<file path="src/verilog/logic_slice_pkg.sv">
package logic_slice_pkg;

    localparam int LUT_INPUTS = 4;
    localparam int LUT_DEPTH = 16;
    localparam logic [15:0] LUT_INIT_RESET = 16'h0000;

    // lut mode, one-hot
    typedef enum logic [2:0] {
        LUT_MODE_LOGIC = 3'h1,
        LUT_MODE_RAM = 3'h2,
        LUT_MODE_SHIFT = 3'h4
    } lut_mode_t;

    // carry-generate source, one-hot
    typedef enum logic [5:0] {
        GEN_INPUT1 = 6'h01,
        GEN_INPUT2 = 6'h02,
        GEN_AND = 6'h04,
        GEN_BYPASS = 6'h08,
        GEN_ONE = 6'h10,
        GEN_ZERO = 6'h20
    } carry_gen_src_t;

    typedef struct packed {
        lut_mode_t lower_mode;
        lut_mode_t upper_mode;
        logic carry_init_from_bypass;
        carry_gen_src_t lower_gen_src;
        carry_gen_src_t upper_gen_src;
        logic lower_prop_always;
        logic upper_prop_always;
    } slice_cfg_t;

    typedef struct packed {
        logic [15:0] lower_table;
        logic [15:0] upper_table;
    } slice_state_t;

    localparam slice_cfg_t CFG_RESET = '{
        lower_mode: LUT_MODE_LOGIC,
        upper_mode: LUT_MODE_LOGIC,
        carry_init_from_bypass: 1'b0,
        lower_gen_src: GEN_ZERO,
        upper_gen_src: GEN_ZERO,
        lower_prop_always: 1'b0,
        upper_prop_always: 1'b0
    };

endpackage

</file>
<file path="src/verilog/logic_slice_lut_mux_carry.sv">
// Function
// RULE1: two four-input tables, each programmable to any four-input Boolean function
// RULE2: tables can also act as sixteen-bit distributed RAM or shift register
// RULE3: lower wide mux passes input0 on select low, input1 on high, both outputs
// RULE4: wide muxes give a local cascade output and a general output
// RULE5: lower wide mux selects between the two table outputs, any five-input function
// RULE6: upper cascade mux selects between two dedicated feedback inputs
// RULE7: two table 2:1 muxes combine into a 4:1 mux through lower wide mux
// RULE8: seven-input cascade position has feedback input from block below
// RULE9: carry enters at carry_in, leaves at carry_out toward block above
// RULE10: carry initializer picks carry_in or lower bypass input by configuration
// RULE11: carry-generate source is input1, input2, AND gate, bypass, one or zero
// RULE12: lower carry mux propagates initialized carry on 1, generate value on 0
// RULE13: upper carry mux propagates lower carry on 1, upper generate on 0
// RULE14: propagate select comes from table output or constant one
// RULE15: lower sum is lower table output XOR initialized carry
// RULE16: upper sum is upper table output XOR lower carry mux output
// RULE17: partial-product gate ANDs inputs 1 and 2, routable as carry generate
// RULE18: table half-sum plus carry mux and sum gate give two adder bits
// RULE19: table, mux and carry paths are combinational; only table contents are stored
module logic_slice_lut_mux_carry #(
    parameter int DEPTH = logic_slice_pkg::LUT_DEPTH
) (
    input wire logic MCLK_I,
    input wire logic RST_N_I,
    input wire logic_slice_pkg::slice_cfg_t CFG_I,
    input wire logic [15:0] LOWER_INIT_I,
    input wire logic [15:0] UPPER_INIT_I,
    input wire logic LOAD_INIT_I,
    input wire logic [3:0] LOWER_IN_I,
    input wire logic [3:0] UPPER_IN_I,
    input wire logic LOWER_BYPASS_INPUT_I,
    input wire logic UPPER_BYPASS_INPUT_I,
    input wire logic CASCADE_FEEDBACK_INPUT_A_I,
    input wire logic CASCADE_FEEDBACK_INPUT_B_I,
    input wire logic CARRY_IN_I,
    input wire logic WRITE_ENABLE_I,
    input wire logic LOWER_DATA_I,
    input wire logic UPPER_DATA_I,
    output logic LOWER_LUT_O,
    output logic UPPER_LUT_O,
    output logic FIVE_INPUT_MUX_O,
    output logic FIVE_INPUT_MUX_LOCAL_O,
    output logic CASCADE_MUX_O,
    output logic CASCADE_MUX_LOCAL_O,
    output logic LOWER_SUM_O,
    output logic UPPER_SUM_O,
    output logic CARRY_OUT_O,
    output logic SHIFT_OUT_O
);

    logic_slice_pkg::slice_state_t state;
    logic_slice_pkg::slice_state_t next_state;

    logic lower_lut;
    logic upper_lut;
    logic carry_init;
    logic lower_gen;
    logic upper_gen;
    logic lower_sel;
    logic upper_sel;
    logic lower_carry;

    function automatic logic lut_read(input logic [15:0] table_bits, input logic [3:0] addr);
        lut_read = table_bits[addr];
    endfunction

    function automatic logic carry_gen(input logic_slice_pkg::carry_gen_src_t src,
                                       input logic [3:0] in, input logic bypass);
        case (src)
            logic_slice_pkg::GEN_INPUT1: carry_gen = in[0];
            logic_slice_pkg::GEN_INPUT2: carry_gen = in[1];
            logic_slice_pkg::GEN_AND: carry_gen = in[0] & in[1]; // RULE17
            logic_slice_pkg::GEN_BYPASS: carry_gen = bypass;
            logic_slice_pkg::GEN_ONE: carry_gen = 1'b1;
            default: carry_gen = 1'b0;
        endcase
    endfunction

    function automatic logic [15:0] table_update(input logic [15:0] table_bits,
                                                 input logic_slice_pkg::lut_mode_t mode,
                                                 input logic [3:0] addr, input logic din);
        logic [15:0] t;
        t = table_bits;
        case (mode)
            logic_slice_pkg::LUT_MODE_RAM: t[addr] = din; // RULE2
            logic_slice_pkg::LUT_MODE_SHIFT: t = {t[14:0], din}; // RULE2
            default: t = table_bits;
        endcase
        table_update = t;
    endfunction

    // table contents are the only state; datapath below stays combinational
    always_comb begin
        next_state = state;
        if (LOAD_INIT_I) begin
            next_state.lower_table = LOWER_INIT_I; // RULE1
            next_state.upper_table = UPPER_INIT_I; // RULE1
        end else if (WRITE_ENABLE_I) begin
            next_state.lower_table = table_update(state.lower_table, CFG_I.lower_mode, LOWER_IN_I, LOWER_DATA_I);
            // upper shift register chains from the lower one's last bit
            next_state.upper_table = table_update(state.upper_table, CFG_I.upper_mode, UPPER_IN_I,
                (CFG_I.upper_mode == logic_slice_pkg::LUT_MODE_SHIFT) ? state.lower_table[15] : UPPER_DATA_I);
        end
    end

    always_ff @(posedge MCLK_I or negedge RST_N_I) begin
        if (!RST_N_I) begin
            state <= '{lower_table: logic_slice_pkg::LUT_INIT_RESET, upper_table: logic_slice_pkg::LUT_INIT_RESET};
        end else begin
            state <= next_state;
        end
    end

    always_comb begin
        lower_lut = lut_read(state.lower_table, LOWER_IN_I); // RULE1 RULE19
        upper_lut = lut_read(state.upper_table, UPPER_IN_I); // RULE1 RULE19
        carry_init = CFG_I.carry_init_from_bypass ? LOWER_BYPASS_INPUT_I : CARRY_IN_I; // RULE10
        lower_gen = carry_gen(CFG_I.lower_gen_src, LOWER_IN_I, LOWER_BYPASS_INPUT_I); // RULE11
        upper_gen = carry_gen(CFG_I.upper_gen_src, UPPER_IN_I, UPPER_BYPASS_INPUT_I); // RULE11
        lower_sel = CFG_I.lower_prop_always | lower_lut; // RULE14
        upper_sel = CFG_I.upper_prop_always | upper_lut; // RULE14
        lower_carry = lower_sel ? carry_init : lower_gen; // RULE12 RULE18
    end

    assign LOWER_LUT_O = lower_lut;
    assign UPPER_LUT_O = upper_lut;
    assign FIVE_INPUT_MUX_O = LOWER_BYPASS_INPUT_I ? upper_lut : lower_lut; // RULE3 RULE5 RULE7
    assign FIVE_INPUT_MUX_LOCAL_O = LOWER_BYPASS_INPUT_I ? upper_lut : lower_lut; // RULE3 RULE4
    // input A carries the feedback from below in the seven-input position
    assign CASCADE_MUX_O = UPPER_BYPASS_INPUT_I ? CASCADE_FEEDBACK_INPUT_B_I : CASCADE_FEEDBACK_INPUT_A_I; // RULE6 RULE8
    assign CASCADE_MUX_LOCAL_O = UPPER_BYPASS_INPUT_I ? CASCADE_FEEDBACK_INPUT_B_I : CASCADE_FEEDBACK_INPUT_A_I; // RULE4
    assign LOWER_SUM_O = lower_lut ^ carry_init; // RULE15 RULE18
    assign UPPER_SUM_O = upper_lut ^ lower_carry; // RULE16 RULE18
    assign CARRY_OUT_O = upper_sel ? lower_carry : upper_gen; // RULE13 RULE9
    assign SHIFT_OUT_O = state.upper_table[15];

endmodule // logic_slice_lut_mux_carry

</file>
<file path="config.mk">
export PLATFORM = sky130hd
export DESIGN_NAME = logic_slice_lut_mux_carry
export DESIGN_NICKNAME = d
export VERILOG_FILES = /design/src/verilog/logic_slice_pkg.sv /design/src/verilog/logic_slice_lut_mux_carry.sv
export SDC_FILE = /design/constraint.sdc
export NUM_CORES = 1
export LEC_CHECK = 0
export ABC_AREA = 1
export BUFFER_PORTS_ARGS = -buffer_cell sky130_fd_sc_hd__buf_2
export CORE_ASPECT_RATIO = 2
export CORE_MARGIN = 4
export CORE_UTILIZATION = 35
export DETAILED_ROUTE_END_ITERATION = 10
export PLACE_DENSITY = 0.53
export REMOVE_ABC_BUFFERS = 1
export SYNTH_ARGS = -nofsm -noshare
export SYNTH_HDL_FRONTEND = slang
export SYNTH_SLANG_ARGS = --single-unit
</file>
<file path="constraint.sdc">
create_clock -name MCLK_I -period 2.1 [get_ports MCLK_I]
set_input_delay 0.105 -clock MCLK_I [delete_from_list [all_inputs] [get_ports MCLK_I]]
set_output_delay 0.105 -clock MCLK_I [all_outputs]
set_load 0.05 [all_outputs]
</file>
==> results_dict.tcl <==
set metrics [dict create \
    period_share 0.892 \
    fin_crit_ps 1870 \
    crit_fanout 5 \
    syn-cell-area_um2 2960 \
    r2r_cells 4 \
    ir_drop_v 0.000324 \
    min-delay-start "UPPER_INIT_I[4]" \
    grt_pass1_wl_mm 17.1 \
    num_antenna_cells 0 \
    post_cts_buffers 0 \
    clk_latency_ps 290 \
    start_util 0.359 \
    io_buffer_count 81 \
    end_kind "output pin" \
    dr.first_iter.drc_count 157 \
    synth_mux_area_frac 0 \
    cts_htree_levels 2 \
    drive_gt1_frac 0.194 \
    final_net_count 674 \
    grt_pass1_vias 3481 \
    slew_headroom 0.451 \
    r2r_setup_slack_ps 1100 \
    hold_class "input port to flop" \
    postSynthCellCount 525 \
    synth_warnings 0 \
    layout_commonest_cell "nand2_1" \
    leakage_nw 1.89 \
    met1_length_mm 3.65 \
    synthAdderAreaFrac 0 \
    layout_common_cells "nand2_1 (214), buf_2 (79), nor2_1 (72)" \
    wl_mm 10.8 \
    antenna_left 0 \
    wl_met3_um 379 \
    hold_end "state[4]" \
    outcome "completed" \
    synth_top_family_by_area "simple AND/OR/NAND/NOR gates" \
    cts_tree "yes" \
    utilization 0.437 \
    fin_skew_ps 4.01 \
    cts.sinks 32 \
    area_delta_synth_final_pct 21.8 \
    rows 47 \
    synth-xor-area-share 0.00296 \
    place_hpwl_mm 8.52 \
    synth_compound_area_frac 0.190 \
    power_mw 2.44 \
    max_freq_mhz 534 \
    place.gp.congestion 0.946 \
    grt_max_degree 33 \
    coreArea_um2 8230 \
    finalHoldViolCount 0 \
    wl_met2_mm 6.43 \
    slew_viol_final 0 \
    fp.dieW_um 73.0 \
    die_area_um2 10100 \
    whs_path_depth 3 \
    vias 3520 \
    highest_layer "met4" \
    cts.reportedPaths.clkPinSlew_ps 60 \
    io_pins 82 \
    cts-root-buf "clkbuf_16" \
    ys_seq_elements 32 \
    antenna_found_initial 0 \
    drc 0 \
    synth_cell_types 27 \
    drt-wirelength-per-cell_um 15.4 \
    yosys.area_share.simple 0.437 \
    max_slew.worst_pin.slew_ps 824 \
    r2r_end "state[8]" \
    cts_made_buffers 5 \
    synth-seq-area-share 0.271 \
    rsz0062_at_grt "no" \
    die_y_um 138 \
    reg2reg_from "state[7]" \
    start_kind "flop" \
    cp.required_ps 2000 \
    syn_area_per_cell_um2 5.63 \
    worst-setup-path-type "flop to output pin" \
    overflow 0 \
    cap_violations 0 \
    grt_use_total 0.223 \
    vias_per_cell 5.02 \
    p_per_area_nw_per_um2 678 \
    firstDrtPassIters 4 \
    cts_buffer_depth 2 \
    finalSetupViolCount 0 \
    cp_data_arrival_time_ps 1770 \
]
stage by stage:
stage / instance area, um^2 / setup slack, ps / hold WS, ps / std cells / setup TNS, ps
after floorplan: 2830 / -338 / -191 / 505 / -676
after global placement: 3420 / 338 / 262 / 692 / 0
after detailed placement: 3420 / 370 / 263 / 692 / 0
after CTS: 3590 / 171 / 88.4 / 701 / 0
after global routing: 3600 / 19.3 / 102 / 701 / 0
final: 3600 / 227 / 92.9 / 701 / 0
worst max path at each step:
| stage | to | cells past startpoint | slack (ps) | startpoint |
|---|---|---|---|---|
| 6_report | UPPER_SUM_O | 12 | 230 | state[17] |
| 2_1_floorplan | FIVE_INPUT_MUX_LOCAL_O | 6 | -340 | SHIFT_OUT_O |
| 3_3_place_gp | UPPER_SUM_O | 14 | 340 | LOWER_IN_I[0] |
| 4_1_cts | CARRY_OUT_O | 12 | 170 | state[19] |
| 5_1_grt | UPPER_SUM_O | 12 | 20 | state[17] |
| 3_5_place_dp | CARRY_OUT_O | 14 | 370 | LOWER_IN_I[0] |
sequential cells by signal, indices dropped and copies added, names as in the netlist:
name and cells:
state 31, SHIFT_OUT_O 1
routing by layer:
metal	vias to the layer above	global-route usage
li1	1823	-
met1	1603	0.218
met2	75	0.440
met3	19	0.0319
met4	0	0.101
met5	-	0
synthesized netlist by cell type (all sizes together):
library cell	number	area, um^2
nor3b	2	15.0
o31ai	1	7.51
nand3	12	60.1
nor2	78	333
clkbuf	4	15.0
nor3	1	5.00
nor4	1	6.26
nand2	217	822
buf	16	113
o21bai	1	7.51
or2	1	6.26
a21oi	40	200
dfrtp	32	801
o21ai	60	304
o22ai	7	43.8
xor2	1	8.76
nand4	7	43.8
inv	44	165
worst max-delay path, cell delays in order, from the launching register on:
cell,delay (ps)
dfrtp_1,410
nand2_1,80
nand2_1,50
nand2_1,50
nand2_1,50
nand2_1,70
nand2_1,90
nor2_4,160
nand2_1,90
nand2_1,90
nand3_1,70
nand2_1,60
clkbuf_4,220
layout make-up:
type	instances	area (um^2)
inverters	44	165
clock buffers	5	125
flip-flops and latches	32	801
multi-input cells	429	1860
repair buffers	90	480
fillers	963	4630
clock inverters	3	42.5
well taps	98	123
timing repair:
action | 4_1_cts | 5_1_grt
hold buffers | 1 | 0
endpoints found under the hold margin | 32 | 0
resized for setup | 0 | 3
endpoints found under the setup margin | 0 | 2
cell families (layout without fill, tap and decap cells):
kind of cell	count (synthesis)	after routing
flip-flops	32	32
XOR/XNOR	1	1
AND/OR/NAND/NOR	319	319
AO/OA/AOI/OAI	109	109
buffers and inverters	64	142
power by group:
part	internal (mW)	switching, mW	total [mW]	leakage (nW)
clock network	0.558	0.301	0.859	0.0798
logic	0.249	0.515	0.764	1.40
registers	0.718	0.100	0.819	0.412
total	1.52	0.917	2.44	1.89
Power figures use the tool's default switching activity.
